`src/dds_pkg.sv`:
```
`default_nettype none

package dds_pkg;

    // ----------------------------------------------------------------
    // serial word
    // ----------------------------------------------------------------
    localparam int WORD_BITS = 16;
    localparam int DATA_BITS = 10;
    localparam logic [3:0] BIT_CNT_FIRST = 4'h0;
    localparam logic [3:0] BIT_CNT_LAST = 4'hF;

    // word layout, most significant field first on the wire
    typedef struct packed {
        logic [1:0] sel;
        logic [1:0] mode;
        logic [1:0] pd;
        logic [9:0] data;
    } dds_word_t;

    typedef struct packed {
        logic [9:0] a;
        logic [9:0] b;
    } dds_pair_t;

    typedef struct packed {
        logic active;
        logic [1:0] term;
    } dds_power_t;

    // ----------------------------------------------------------------
    // field encodings
    // ----------------------------------------------------------------
    localparam logic [1:0] SEL_A = 2'h0;
    localparam logic [1:0] SEL_B = 2'h1;
    localparam logic [1:0] MODE_WRITE_ONLY = 2'h0;
    localparam logic [1:0] MODE_WRITE_UPDATE = 2'h1;
    localparam logic [1:0] MODE_UPDATE_BOTH = 2'h2;
    localparam logic [1:0] MODE_BROADCAST = 2'h3;
    localparam logic [1:0] PD_NORMAL = 2'h0;

    localparam dds_pair_t PAIR_RESET = '{a: 10'h000, b: 10'h000};
    localparam dds_power_t POWER_RESET = '{active: 1'b0, term: 2'h0};

    // ----------------------------------------------------------------
    // frame state machine
    // ----------------------------------------------------------------
    typedef enum logic [1:0] {
        ST_IDLE = 2'b00,
        ST_SHIFT = 2'b01,
        ST_HOLD = 2'b10
    } dds_state_t;

    // ----------------------------------------------------------------
    // pin synchroniser, order {frame_n, sclk, din}
    // ----------------------------------------------------------------
    localparam int PIN_COUNT = 3;
    localparam logic [2:0] PIN_RESET = 3'h6;

    // ----------------------------------------------------------------
    // apb register map
    // ----------------------------------------------------------------
    localparam logic [7:0] ADDR_CTRL = 8'h00;
    localparam logic [7:0] ADDR_CHAN_A = 8'h04;
    localparam logic [7:0] ADDR_CHAN_B = 8'h08;
    localparam logic [7:0] ADDR_STATUS = 8'h0C;
    localparam logic [7:0] ADDR_LAST_WORD = 8'h10;
    localparam logic [7:0] ADDR_COUNTS = 8'h14;
    localparam int CTRL_EN_BIT = 0;
    localparam int CTRL_CLR_BIT = 1;
    localparam logic CTRL_EN_RESET = 1'b1;
    localparam logic [15:0] WORD_RESET = 16'h0000;
    localparam logic [7:0] COUNT_RESET = 8'h00;

endpackage

`default_nettype wire

```
`src/dds_sync.sv`:
```
`default_nettype none

module dds_sync
#(
    parameter int WIDTH = 3,
    parameter logic [WIDTH-1:0] RESET_VALUE = '0
)
(
    // clock and reset
    input wire logic clk,
    input wire logic rst_n,
    // pins in, synchronised levels out
    input wire logic [WIDTH-1:0] async_in,
    output logic [WIDTH-1:0] sync_out
);

    // ----------------------------------------------------------------
    // two flip-flops per pin
    // ----------------------------------------------------------------
    logic [WIDTH-1:0] stage1;
    logic [WIDTH-1:0] stage2;

    for (genvar i = 0; i < WIDTH; i++)
    begin : g_bit
        always_ff @(posedge clk or negedge rst_n)
        begin
            if (!rst_n)
            begin
                stage1[i] <= RESET_VALUE[i];
                stage2[i] <= RESET_VALUE[i];
            end
            else
            begin
                stage1[i] <= async_in[i];
                stage2[i] <= stage1[i];
            end
        end
    end

    assign sync_out = stage2;

endmodule

`default_nettype wire

```
`src/dds_update.sv`:
```
`default_nettype none

module dds_update
(
    // completed word
    input wire logic commit,
    input wire dds_pkg::dds_word_t word,
    // present state
    input wire dds_pkg::dds_pair_t hold,
    input wire dds_pkg::dds_pair_t outs,
    input wire dds_pkg::dds_power_t power,
    // next state
    output dds_pkg::dds_pair_t next_hold,
    output dds_pkg::dds_pair_t next_outs,
    output dds_pkg::dds_power_t next_power
);

    // ----------------------------------------------------------------
    // word decode
    // ----------------------------------------------------------------
    logic hit_a;
    logic hit_b;

    always_comb
    begin
        next_hold = hold;
        next_outs = outs;
        next_power = power;
        hit_a = (word.sel == dds_pkg::SEL_A);
        hit_b = (word.sel == dds_pkg::SEL_B);
        if (commit)
        begin
            if (word.pd != dds_pkg::PD_NORMAL)
            begin
                // power-down word leaves codes untouched
                next_power.active = 1'b1;
                next_power.term = word.pd;
            end
            else
            begin
                next_power.active = 1'b0;
                case (word.mode)
                    dds_pkg::MODE_WRITE_ONLY:
                    begin
                        if (hit_a) next_hold.a = word.data;
                        if (hit_b) next_hold.b = word.data;
                    end
                    dds_pkg::MODE_WRITE_UPDATE:
                    begin
                        if (hit_a)
                        begin
                            next_hold.a = word.data;
                            next_outs.a = word.data;
                        end
                        if (hit_b)
                        begin
                            next_hold.b = word.data;
                            next_outs.b = word.data;
                        end
                    end
                    dds_pkg::MODE_UPDATE_BOTH:
                    begin
                        if (hit_a) next_hold.a = word.data;
                        if (hit_b) next_hold.b = word.data;
                        next_outs.a = hit_a ? word.data : hold.a;
                        next_outs.b = hit_b ? word.data : hold.b;
                    end
                    default:
                    begin
                        next_hold.a = word.data;
                        next_hold.b = word.data;
                        next_outs.a = word.data;
                        next_outs.b = word.data;
                    end
                endcase
            end
        end
    end

endmodule

`default_nettype wire

```
`src/dds_top.sv`:
```
`default_nettype none

// How it works
// - after frame falls with the control enable bit set, shift data into 16-bit register on each serial clock fall up to the sixteenth
// - shifting happens only while the frame line stays low
// - outputs update on the sixteenth falling serial edge of an unbroken frame
// - frame rising before the sixteenth edge aborts and discards the partial word
// - reset forces both outputs to zero until a complete valid write
// - each word splits into select, mode, power-down and data fields
// - two-bit mode chooses write-only, addressed-channel update, both channels updated from hold, or broadcast to both channels
// - power-down field enters low power with one of three terminations
// - each channel holds a 10-bit straight binary code
module dds_top
(
    // clock and reset
    input wire logic pclk,
    input wire logic presetn,
    // apb slave
    input wire logic [7:0] paddr,
    input wire logic psel,
    input wire logic penable,
    input wire logic pwrite,
    input wire logic [31:0] pwdata,
    output logic [31:0] prdata,
    output logic pready,
    output logic pslverr,
    // serial pins
    input wire logic frame_n,
    input wire logic sclk,
    input wire logic din,
    // converter outputs
    output logic [9:0] channel_a_output,
    output logic [9:0] channel_b_output,
    output logic power_down,
    output logic [1:0] power_term
);

    // ----------------------------------------------------------------
    // pin synchronisers
    // ----------------------------------------------------------------
    logic [2:0] pin_s;
    logic frame_s;
    logic sclk_s;
    logic din_s;

    dds_sync #(
        .WIDTH(dds_pkg::PIN_COUNT),
        .RESET_VALUE(dds_pkg::PIN_RESET)
    ) u_sync (
        .clk(pclk),
        .rst_n(presetn),
        .async_in({frame_n, sclk, din}),
        .sync_out(pin_s)
    );

    assign frame_s = pin_s[2];
    assign sclk_s = pin_s[1];
    assign din_s = pin_s[0];

    // ----------------------------------------------------------------
    // edge detection
    // ----------------------------------------------------------------
    logic frame_d;
    logic sclk_d;
    logic next_frame_d;
    logic next_sclk_d;
    logic sclk_fall;
    logic frame_fall;
    logic frame_rise;

    always_comb
    begin
        next_frame_d = frame_s;
        next_sclk_d = sclk_s;
    end

    always_ff @(posedge pclk or negedge presetn)
    begin
        if (!presetn)
        begin
            frame_d <= 1'b1;
            sclk_d <= 1'b1;
        end
        else
        begin
            frame_d <= next_frame_d;
            sclk_d <= next_sclk_d;
        end
    end

    assign sclk_fall = sclk_d & ~sclk_s;
    assign frame_fall = frame_d & ~frame_s;
    assign frame_rise = ~frame_d & frame_s;

    // ----------------------------------------------------------------
    // frame state machine and shift register
    // ----------------------------------------------------------------
    logic ctrl_en;
    dds_pkg::dds_state_t state;
    dds_pkg::dds_state_t next_state;
    logic [3:0] bit_cnt;
    logic [3:0] next_bit_cnt;
    logic [15:0] shreg;
    logic [15:0] next_shreg;
    logic commit;
    logic next_commit;
    logic abort;
    logic next_abort;

    always_comb
    begin
        next_state = state;
        next_bit_cnt = bit_cnt;
        next_shreg = shreg;
        next_commit = 1'b0;
        next_abort = 1'b0;
        case (state)
            dds_pkg::ST_IDLE:
            begin
                if (ctrl_en && frame_fall)
                begin
                    next_state = dds_pkg::ST_SHIFT;
                    next_bit_cnt = dds_pkg::BIT_CNT_FIRST;
                end
            end
            dds_pkg::ST_SHIFT:
            begin
                if (frame_rise)
                begin
                    next_state = dds_pkg::ST_IDLE;
                    next_abort = 1'b1;
                end
                else if (sclk_fall && !frame_s)
                begin
                    next_shreg = {shreg[14:0], din_s};
                    next_bit_cnt = bit_cnt + 4'h1;
                    if (bit_cnt == dds_pkg::BIT_CNT_LAST)
                    begin
                        next_commit = 1'b1;
                        next_state = dds_pkg::ST_HOLD;
                    end
                end
            end
            dds_pkg::ST_HOLD:
            begin
                // serial edges ignored until the frame line is high again
                if (frame_s)
                begin
                    next_state = dds_pkg::ST_IDLE;
                end
            end
            default:
            begin
                next_state = dds_pkg::ST_HOLD;
            end
        endcase
    end

    // reset enters hold, which the high synchroniser reset value ends on the first cycle, so a frame line already low still starts a frame
    always_ff @(posedge pclk or negedge presetn)
    begin
        if (!presetn)
        begin
            state <= dds_pkg::ST_HOLD;
            bit_cnt <= dds_pkg::BIT_CNT_FIRST;
            shreg <= dds_pkg::WORD_RESET;
            commit <= 1'b0;
            abort <= 1'b0;
        end
        else
        begin
            state <= next_state;
            bit_cnt <= next_bit_cnt;
            shreg <= next_shreg;
            commit <= next_commit;
            abort <= next_abort;
        end
    end

    // ----------------------------------------------------------------
    // channel codes and power state
    // ----------------------------------------------------------------
    dds_pkg::dds_pair_t hold;
    dds_pkg::dds_pair_t outs;
    dds_pkg::dds_power_t power;
    dds_pkg::dds_pair_t next_hold;
    dds_pkg::dds_pair_t next_outs;
    dds_pkg::dds_power_t next_power;
    logic [15:0] last_word;
    logic [15:0] next_last_word;

    dds_update u_update (
        .commit(commit),
        .word(dds_pkg::dds_word_t'(shreg)),
        .hold(hold),
        .outs(outs),
        .power(power),
        .next_hold(next_hold),
        .next_outs(next_outs),
        .next_power(next_power)
    );

    always_comb
    begin
        next_last_word = commit ? shreg : last_word;
    end

    always_ff @(posedge pclk or negedge presetn)
    begin
        if (!presetn)
        begin
            hold <= dds_pkg::PAIR_RESET;
            outs <= dds_pkg::PAIR_RESET;
            power <= dds_pkg::POWER_RESET;
            last_word <= dds_pkg::WORD_RESET;
        end
        else
        begin
            hold <= next_hold;
            outs <= next_outs;
            power <= next_power;
            last_word <= next_last_word;
        end
    end

    assign channel_a_output = outs.a;
    assign channel_b_output = outs.b;
    assign power_down = power.active;
    assign power_term = power.term;

    // ----------------------------------------------------------------
    // frame and abort counters
    // ----------------------------------------------------------------
    logic clr_counts;
    logic [7:0] frame_count;
    logic [7:0] abort_count;
    logic [7:0] next_frame_count;
    logic [7:0] next_abort_count;

    // a frame ending in the clearing cycle still counts
    always_comb
    begin
        next_frame_count = clr_counts ? dds_pkg::COUNT_RESET : frame_count;
        next_abort_count = clr_counts ? dds_pkg::COUNT_RESET : abort_count;
        if (commit)
        begin
            next_frame_count = next_frame_count + 8'h01;
        end
        if (abort)
        begin
            next_abort_count = next_abort_count + 8'h01;
        end
    end

    always_ff @(posedge pclk or negedge presetn)
    begin
        if (!presetn)
        begin
            frame_count <= dds_pkg::COUNT_RESET;
            abort_count <= dds_pkg::COUNT_RESET;
        end
        else
        begin
            frame_count <= next_frame_count;
            abort_count <= next_abort_count;
        end
    end

    // ----------------------------------------------------------------
    // apb slave, one access cycle with registered read data
    // ----------------------------------------------------------------
    logic next_ctrl_en;
    logic next_pready;
    logic next_pslverr;
    logic [31:0] next_prdata;
    logic apb_setup;
    logic apb_write;

    always_comb
    begin
        apb_setup = psel & ~penable;
        apb_write = psel & penable & pready & pwrite;
        next_pready = apb_setup;
        next_pslverr = 1'b0;
        next_prdata = 32'h0000_0000;
        next_ctrl_en = ctrl_en;
        clr_counts = 1'b0;
        if (apb_write && paddr == dds_pkg::ADDR_CTRL)
        begin
            next_ctrl_en = pwdata[dds_pkg::CTRL_EN_BIT];
            clr_counts = pwdata[dds_pkg::CTRL_CLR_BIT];
        end
        if (apb_setup)
        begin
            case (paddr)
                dds_pkg::ADDR_CTRL:
                    next_prdata = {31'h0, ctrl_en};
                dds_pkg::ADDR_CHAN_A:
                    next_prdata = {22'h0, outs.a};
                dds_pkg::ADDR_CHAN_B:
                    next_prdata = {22'h0, outs.b};
                dds_pkg::ADDR_STATUS:
                    next_prdata = {25'h0, state, power.active, power.term,
                                   ~frame_s, 1'b0};
                dds_pkg::ADDR_LAST_WORD:
                    next_prdata = {16'h0000, last_word};
                dds_pkg::ADDR_COUNTS:
                    next_prdata = {16'h0000, abort_count, frame_count};
                default:
                    next_pslverr = 1'b1;
            endcase
            // writes to read-only words are refused too
            if (pwrite && paddr != dds_pkg::ADDR_CTRL)
            begin
                next_pslverr = 1'b1;
                next_prdata = 32'h0000_0000;
            end
        end
    end

    always_ff @(posedge pclk or negedge presetn)
    begin
        if (!presetn)
        begin
            ctrl_en <= dds_pkg::CTRL_EN_RESET;
            pready <= 1'b0;
            pslverr <= 1'b0;
            prdata <= 32'h0000_0000;
        end
        else
        begin
            ctrl_en <= next_ctrl_en;
            pready <= next_pready;
            pslverr <= next_pslverr;
            prdata <= next_prdata;
        end
    end

endmodule

`default_nettype wire

```
`config.mk`:
```
export PLATFORM = sky130hd
export DESIGN_NAME = dds_top
export DESIGN_NICKNAME = d
export VERILOG_FILES = /design/src/dds_pkg.sv /design/src/dds_sync.sv /design/src/dds_update.sv /design/src/dds_top.sv
export SDC_FILE = /design/constraint.sdc
export NUM_CORES = 1
export LEC_CHECK = 0
export BUFFER_PORTS_ARGS = -buffer_cell sky130_fd_sc_hd__buf_2
export CAP_MARGIN = 20
export CORE_MARGIN = 1.5
export CORE_UTILIZATION = 50
export DETAILED_ROUTE_END_ITERATION = 8
export GPL_TIMING_DRIVEN = 0
export MAX_ROUTING_LAYER = met4
export PLACE_DENSITY = 0.76
export SLEW_MARGIN = 20
export SYNTH_ARGS = -nofsm -noshare
export SYNTH_HDL_FRONTEND = slang
export SYNTH_SLANG_ARGS = --single-unit
```
`constraint.sdc`:
```
create_clock -name pclk -period 1.62 [get_ports pclk]
set_input_delay 0.081 -clock pclk [delete_from_list [all_inputs] [get_ports pclk]]
set_output_delay 0.081 -clock pclk [all_outputs]
set_load 0.05 [all_outputs]
```
# [After elaboration in Yosys (flattened, before gate mapping)]
# Cells that the tools add are included.
[totals] register_bits=142 out_inout_bits=57 input_bits=48 elab_cells=117
[classes] mux=34 eq_ne=19 n_reduce_logical=21 bitwise_logic=14 n_addsub=3
[op_table] operator="16-bit one-hot mux with 6 select lines" count=1
[op_table] operator="32-bit two-way mux" count=2
[op_table] operator="20-bit one-hot mux with 3 select lines" count=1
[op_table] operator="10-bit two-way mux" count=4
[op_table] operator="8-bit two-way mux" count=4
[op_table] operator="20-bit two-way mux" count=1
[op_table] operator="8-bit by 1-bit adder with 8-bit output, second input constant" count=2
[op_table] operator="8-bit by 4-bit equality test with 1-bit output, second input constant" count=2
[op_table] operator="8-bit by 5-bit equality test with 1-bit output, second input constant" count=2
[op_table] operator="4-bit AND reduction" count=4
[op_table] operator="4-bit two-way mux" count=3
[op_table] operator="1-bit two-way mux" count=11
[op_table] operator="2-bit two-way mux" count=5
[op_table] operator="8-bit by 3-bit equality test with 1-bit output, second input constant" count=1
[op_table] operator="8-bit zero test" count=1
[op_table] operator="4-bit one-hot mux with 2 select lines" count=1
[op_table] operator="8-bit nonzero test" count=1
[op_table] operator="1-bit bitwise AND" count=7
[op_table] operator="1-bit NOT" count=7
[op_table] operator="2-bit by 1-bit equality test with 1-bit output, second input constant" count=3
[op_table] operator="2-bit zero test" count=3
[op_table] operator="2-bit by 1-bit inequality test with 1-bit output, second input constant" count=3
[op_table] operator="2-bit inequality test, second input constant" count=3
[op_table] operator="3-bit inequality test, second input constant" count=2
[op_table] operator="11 further kinds" count=17

# [Longest topological paths before layout]
[logic_depth] word_depth=8 ltp_mapped=9 depth_no_buf=8

# [Hierarchy]
# Synthesis repeated with hierarchy kept, for this count alone.
[unflattened] cells_unflattened=478 hier_area_um2=5705.5
[modules_own_cells] module="dds_top" cells_each=354 instances=1 area_per_inst_um2=4735.8 seq_area_each_um2=3007.9
[modules_own_cells] module="dds_update" cells_each=118 instances=1 area_per_inst_um2=814.5 seq_area_each_um2=0.0
[modules_own_cells] module="dds_sync" cells_each=6 instances=1 area_per_inst_um2=155.1 seq_area_each_um2=155.1

# [Worst setup path before layout]
# OpenSTA, ideal clock, no wires.
[synth_path] path_kind="reg-to-reg" from="register pready" to="register frame_count[1]" path_buffers=0 period_less_slack_ns=1.837 path_slack_ns=-0.217 arrival_time_ns=1.712 path_stages_with_launch=6 required_ns=1.495 setup_time_ns=0.125 cell_sequence="dfrtp_1 -> and2_1 -> nand4_2 -> and2_1 -> ha_1 -> mux2_2"
[synth_via] elab_chain_cells=7
[synth_lines] item="start: declaration" line="dds_top.sv:25" rtl="output logic pready,"
[synth_lines] item="start signal: assignment" line="dds_top.sv:333" rtl="pready <= next_pready;"
[synth_lines] item="1-bit bitwise AND * (2 in series)" line="dds_top.sv:282" rtl="apb_write = psel & penable & pready & pwrite;"
[synth_lines] item="1-bit logical AND *" line="dds_top.sv:288" rtl="if (apb_write && paddr == dds_pkg::ADDR_CTRL)"
[synth_lines] item="1-bit two-way mux *" line="dds_top.sv:288"
[synth_lines] item="8-bit two-way mux *" line="dds_top.sv:243" rtl="next_frame_count = clr_counts ? dds_pkg::COUNT_RESET : frame_count;"
[synth_lines] item="8-bit by 1-bit adder with 8-bit output" line="dds_top.sv:247" rtl="next_frame_count = next_frame_count + 8'h01;"
[synth_lines] item="8-bit two-way mux *" line="dds_top.sv:245" rtl="if (commit)"
[synth_lines] item="via next_frame_count[1]" line="dds_top.sv:237" rtl="logic [7:0] next_frame_count;"
[synth_lines] item="end signal: assignment" line="dds_top.sv:259" rtl="frame_count <= dds_pkg::COUNT_RESET;"
[synth_lines] item="end signal: assignment" line="dds_top.sv:264" rtl="frame_count <= next_frame_count;"
[synth_lines] item="end: declaration" line="dds_top.sv:235" rtl="logic [7:0] frame_count;"
# Mark *: on every way through the listed nets, which the timed path passes. The rest lies on a longest branch.
# A chain may end at the register's enable or synchronous reset.

# [Final worst setup path]
[layout_path] from="register shreg[11]" to="register, netlist name hold[3]"
[layout_via] elab_chain_cells=3
[layout_lines] item="start: declaration" line="dds_top.sv:103" rtl="logic [15:0] shreg;"
[layout_lines] item="start signal: assignment" line="dds_top.sv:166" rtl="shreg <= dds_pkg::WORD_RESET;"
[layout_lines] item="start signal: assignment" line="dds_top.sv:174" rtl="shreg <= next_shreg;"
[layout_lines] item="2-bit nonzero test" line="dds_update.sv:33" rtl="if (word.pd != dds_pkg::PD_NORMAL)"
[layout_lines] item="1-bit NOT (no source line)"
[layout_lines] item="2-bit AND reduction (no source line)"
# Every way passes these cells.

==> summary.txt <==
Outcome
  • Status: complete, but fails checks
  • Failing checks: negative setup slack

Global route
  • Gr ovfl total: 0
  • Vias in the first global route: 4078
  • Initial antenna violation count: 0
  • Total track usage: 24.9%
  • First-pass GRT wire length: 21.1 mm
  • Largest net degree at the start of global routing: 67

Critical path
  • CP peak stage delay: 440 ps
  • CP cell instances: nor3b_4 -> a21boi_4 -> buf_6 -> mux2_2
  • Crit path kind: flop to flop
  • CP Launch Point: shreg[11]$_DFFE_PN0P_
  • Setup crit end kind: flop
  • Worst r2r src: shreg[11]$_DFFE_PN0P_
  • Crit path launch type: flop
  • CP required: 2030 ps
  • Crit path arrival time: 2040 ps
  • Critical-path maximum fanout: 5
  • CP max-delay cell: dfrtp_2

STA
  • Worst slew pin tran: 561 ps
  • RSZ-0062 raised after global routing: yes
  • Fin Setup TNS: -53.4 ps
  • FMAX: 0.612 GHz
  • Fin crit period: 1630 ps
  • Final setup vio count: 8
  • Worst relative slew slack: 62.6%
  • Period utilization: 101%
  • Final-report hold violation count: 0
  • Slew Limit Fails: 0
  • Worst-case clock skew: 7.77 ps
  • Final worst setup slack: -12.8 ps

Layout
  • Final instance area: 7090 um^2
  • Fillers: 818
  • Syn-to-layout area delta: 26.1%
  • Share of cells above drive strength 1: 37.6%
  • Final-stage net count: 628
  • ANT cells: 0

Logic synthesis
  • Post-Synth XOR/XNOR Area: 2.49%
  • Synth area leader: dfrtp_1
  • Synth Cell Area: 5620 um^2
  • Synth Warn #: 0
  • Compound-cell area share of the yosys netlist: 6.61%
  • Syn Area/Cell: 12.1 um^2
  • Seq/Total Area, Yosys: 56.3%
  • Simple-gate share of the synthesized area: 12.4%
  • Top-area cell type share of the netlist area: 52.5%
  • Proportion of synthesized area in mux cells: 17.4%
  • Largest family of logic cells by synthesized area: multiplexers
  • Synthesized instance count: 466
  • Top cells by area, synth: dfrtp_1, mux2_2, mux2i_1
  • Post-synth cell types: 48
  • Post-Synth Adder-Cell Area: 0.668%
  • Synth Register Bits: 126

Clock network
  • Cts bufs inserted: 17
  • CTS tree: yes
  • Worst skew pair latency: 530 ps
  • H-tree levels: 4
  • Clock Pin Slew Worst Setup and Hold Paths: 60 ps
  • Longest Clk Path Bufs: 2
  • CTS root buffer: clkbuf_8
  • Clock Sinks: 126

Floorplan
  • Die width: 109 um
  • # rows: 38
  • Initial Utilization: 51.6%
  • Total core area: 10900 um^2
  • DIE AREA: 11900 um^2
  • I/O Pins: 105
  • Die Y: 109 um

Flow run
  • Max-cap violations: 0

Placed design
  • Post-DP HPWL: 8.71 mm
  • GPL Wtd Cong: 0.861
  • DP Area: 6190 um^2
  • I/O Buffers: 57
  • Dpl ws: -186 ps

Drt
  • Via count: 4026
  • DR iter-0 viols: 275
  • Final WL: 13.6 mm
  • DR pass1 iterations: 5
  • Post-route DRC: 0
  • Wirelength per Cell: 18.7 um
  • Routed Antenna Nets: 0
  • Drt via density: 5.52

Power and ir drop
  • Power Density: 1030 nW/um^2
  • Peak VDD IR: 521 uV
  • Pleak: 3.36 nW
  • Tot Pwr: 7.27 mW

Hold path
  • Hold path start: paddr[0]
  • Hold WC Path Type: input pin to flop
==> cell families after synthesis <==
| kind of cell | Yosys count |
|---|---|
| simple gates | 135 |
| flops | 126 |
| fa+ha+maj | 3 |
| buf+inv | 39 |
| other cells | 1 |
| compound gates | 57 |
| xor+xnor | 16 |
| mux | 89 |
==> worst max-delay path, delay by kind of cell (launching register included) <==
kind	cells	cell delay, ps
compound gates	1	280
buf+inv	1	150
flops	1	440
mux	1	330
simple gates	1	310
==> power breakdown <==
part | switching (mW) | internal (mW) | total (mW) | leakage [nW]
Sequential | 0.0113 | 3.17 | 3.18 | 1.69
Clock | 1.28 | 2.47 | 3.75 | 0.298
Combinational | 0.229 | 0.104 | 0.333 | 1.37
==> cells in the final DEF, fill, tap and decap left out, types with 6 or more instances in the layout <==
cell	instances
a22oi_1	14
buf_2	60
buf_4	24
buf_6	6
clkbuf_1	7
clkbuf_16	16
clkbuf_8	8
conb_1	16
dfrtp_1	113
dfstp_2	8
dlygate4sd3_1	12
mux2_2	56
mux2i_1	27
nand2_1	43
nand3_1	10
nor2_1	37
o21ai_0	24
xnor2_1	6
xor2_1	10
==> path summary, 6_finish.rpt <==
path | endpoint | slack (ps) | cells after the start
setup / recovery | hold[3]$_DFFE_PN0P_ | -10 | 4
hold / removal | pslverr$_DFF_PN0_ | 30 | 4
setup reg to reg | hold[3]$_DFFE_PN0P_ | -10 | 4
hold reg to reg | u_sync.sync_out[0]$_DFF_PN0_ | 350 | 0
max in group asynchronous | ctrl_en$_DFFE_PN1N_ | 740 | 3
min in group asynchronous | shreg[3]$_DFFE_PN0P_ | 110 | 2
==> state kept, by name (all words and copies together), names as in the netlist, 3 cells and up <==
| name | count |
|---|---|
| frame_count | 8 |
| hold | 20 |
| bit_cnt | 4 |
| abort_count | 8 |
| u_sync.stage1 | 3 |
| u_sync.sync_out | 3 |
| channel_a_output | 10 |
| shreg | 16 |
| last_word | 16 |
| prdata | 16 |
| channel_b_output | 10 |
==> through the flow <==
step,hold slack (ps),util [%],instances
4_1_cts,0.473,64.1,727
5_1_grt,38.2,65.1,730
6_report,30.2,65.1,730
2_1_floorplan,-215,-,481
3_3_place_gp,188,56.5,678
3_5_place_dp,106,56.8,679
==> cell usage after synthesis (all sizes together) <==
cell type  count
mux4           1
a21boi         1
o21ai         27
dfstp          8
inv            4
and2           7
dfrtp        118
o211a          1
xor2          10
buf           27
a22oi         14
ha             3
or4            1
mux2          61
and4b          1
nor2b          5
nand4          6
nor2          40
a21oi          4
mux2i         27
o22a           5
nand2         43
xnor2          6
o221a          1
a22o           3
conb           1
nor3           5
and3           3
nand2b         3
and3b          1
clkbuf         8
nand3         11
and4           2
a31o           1
nor4           3
nor3b          4
==> timing repair <==
| action | 4_1_cts | 5_1_grt |
|---|---|---|
| gates cloned | 1 | 0 |
| gates resized for setup | 15 | 27 |
| setup buffers | 4 | 4 |
| endpoints found under the setup margin | 57 | 68 |
| pin swaps | 0 | 6 |
| hold buffers | 11 | 1 |
| hold endpoints to repair | 75 | 1 |
==> final cells by class <==
cell class	instances	area, um^2	share of cell area (%)
Clock buffer	27	522	7.36
Timing Repair Buffer	78	518	7.31
Tap cell	140	175	2.47
Multi-Input combinational cell	316	2380	33.6
Buffer	34	235	3.32
Inverter	4	15.0	0.212
Sequential cell	126	3170	44.7
Clock inverter	5	75.1	1.06
==> routing by layer <==
| layer | vias to the layer above | global-route usage (%) | share of wire (%) |
|---|---|---|---|
| met2 | 136 | 40.4 | 52 |
| met4 | 0 | 10.8 | 1.6 |
| met3 | 25 | 5.62 | 5.4 |
| met5 | - | - | 0 |
| li1 | 1818 | - | - |
| met1 | 2047 | 29.9 | 41 |
(Power assumes the default switching activity.)
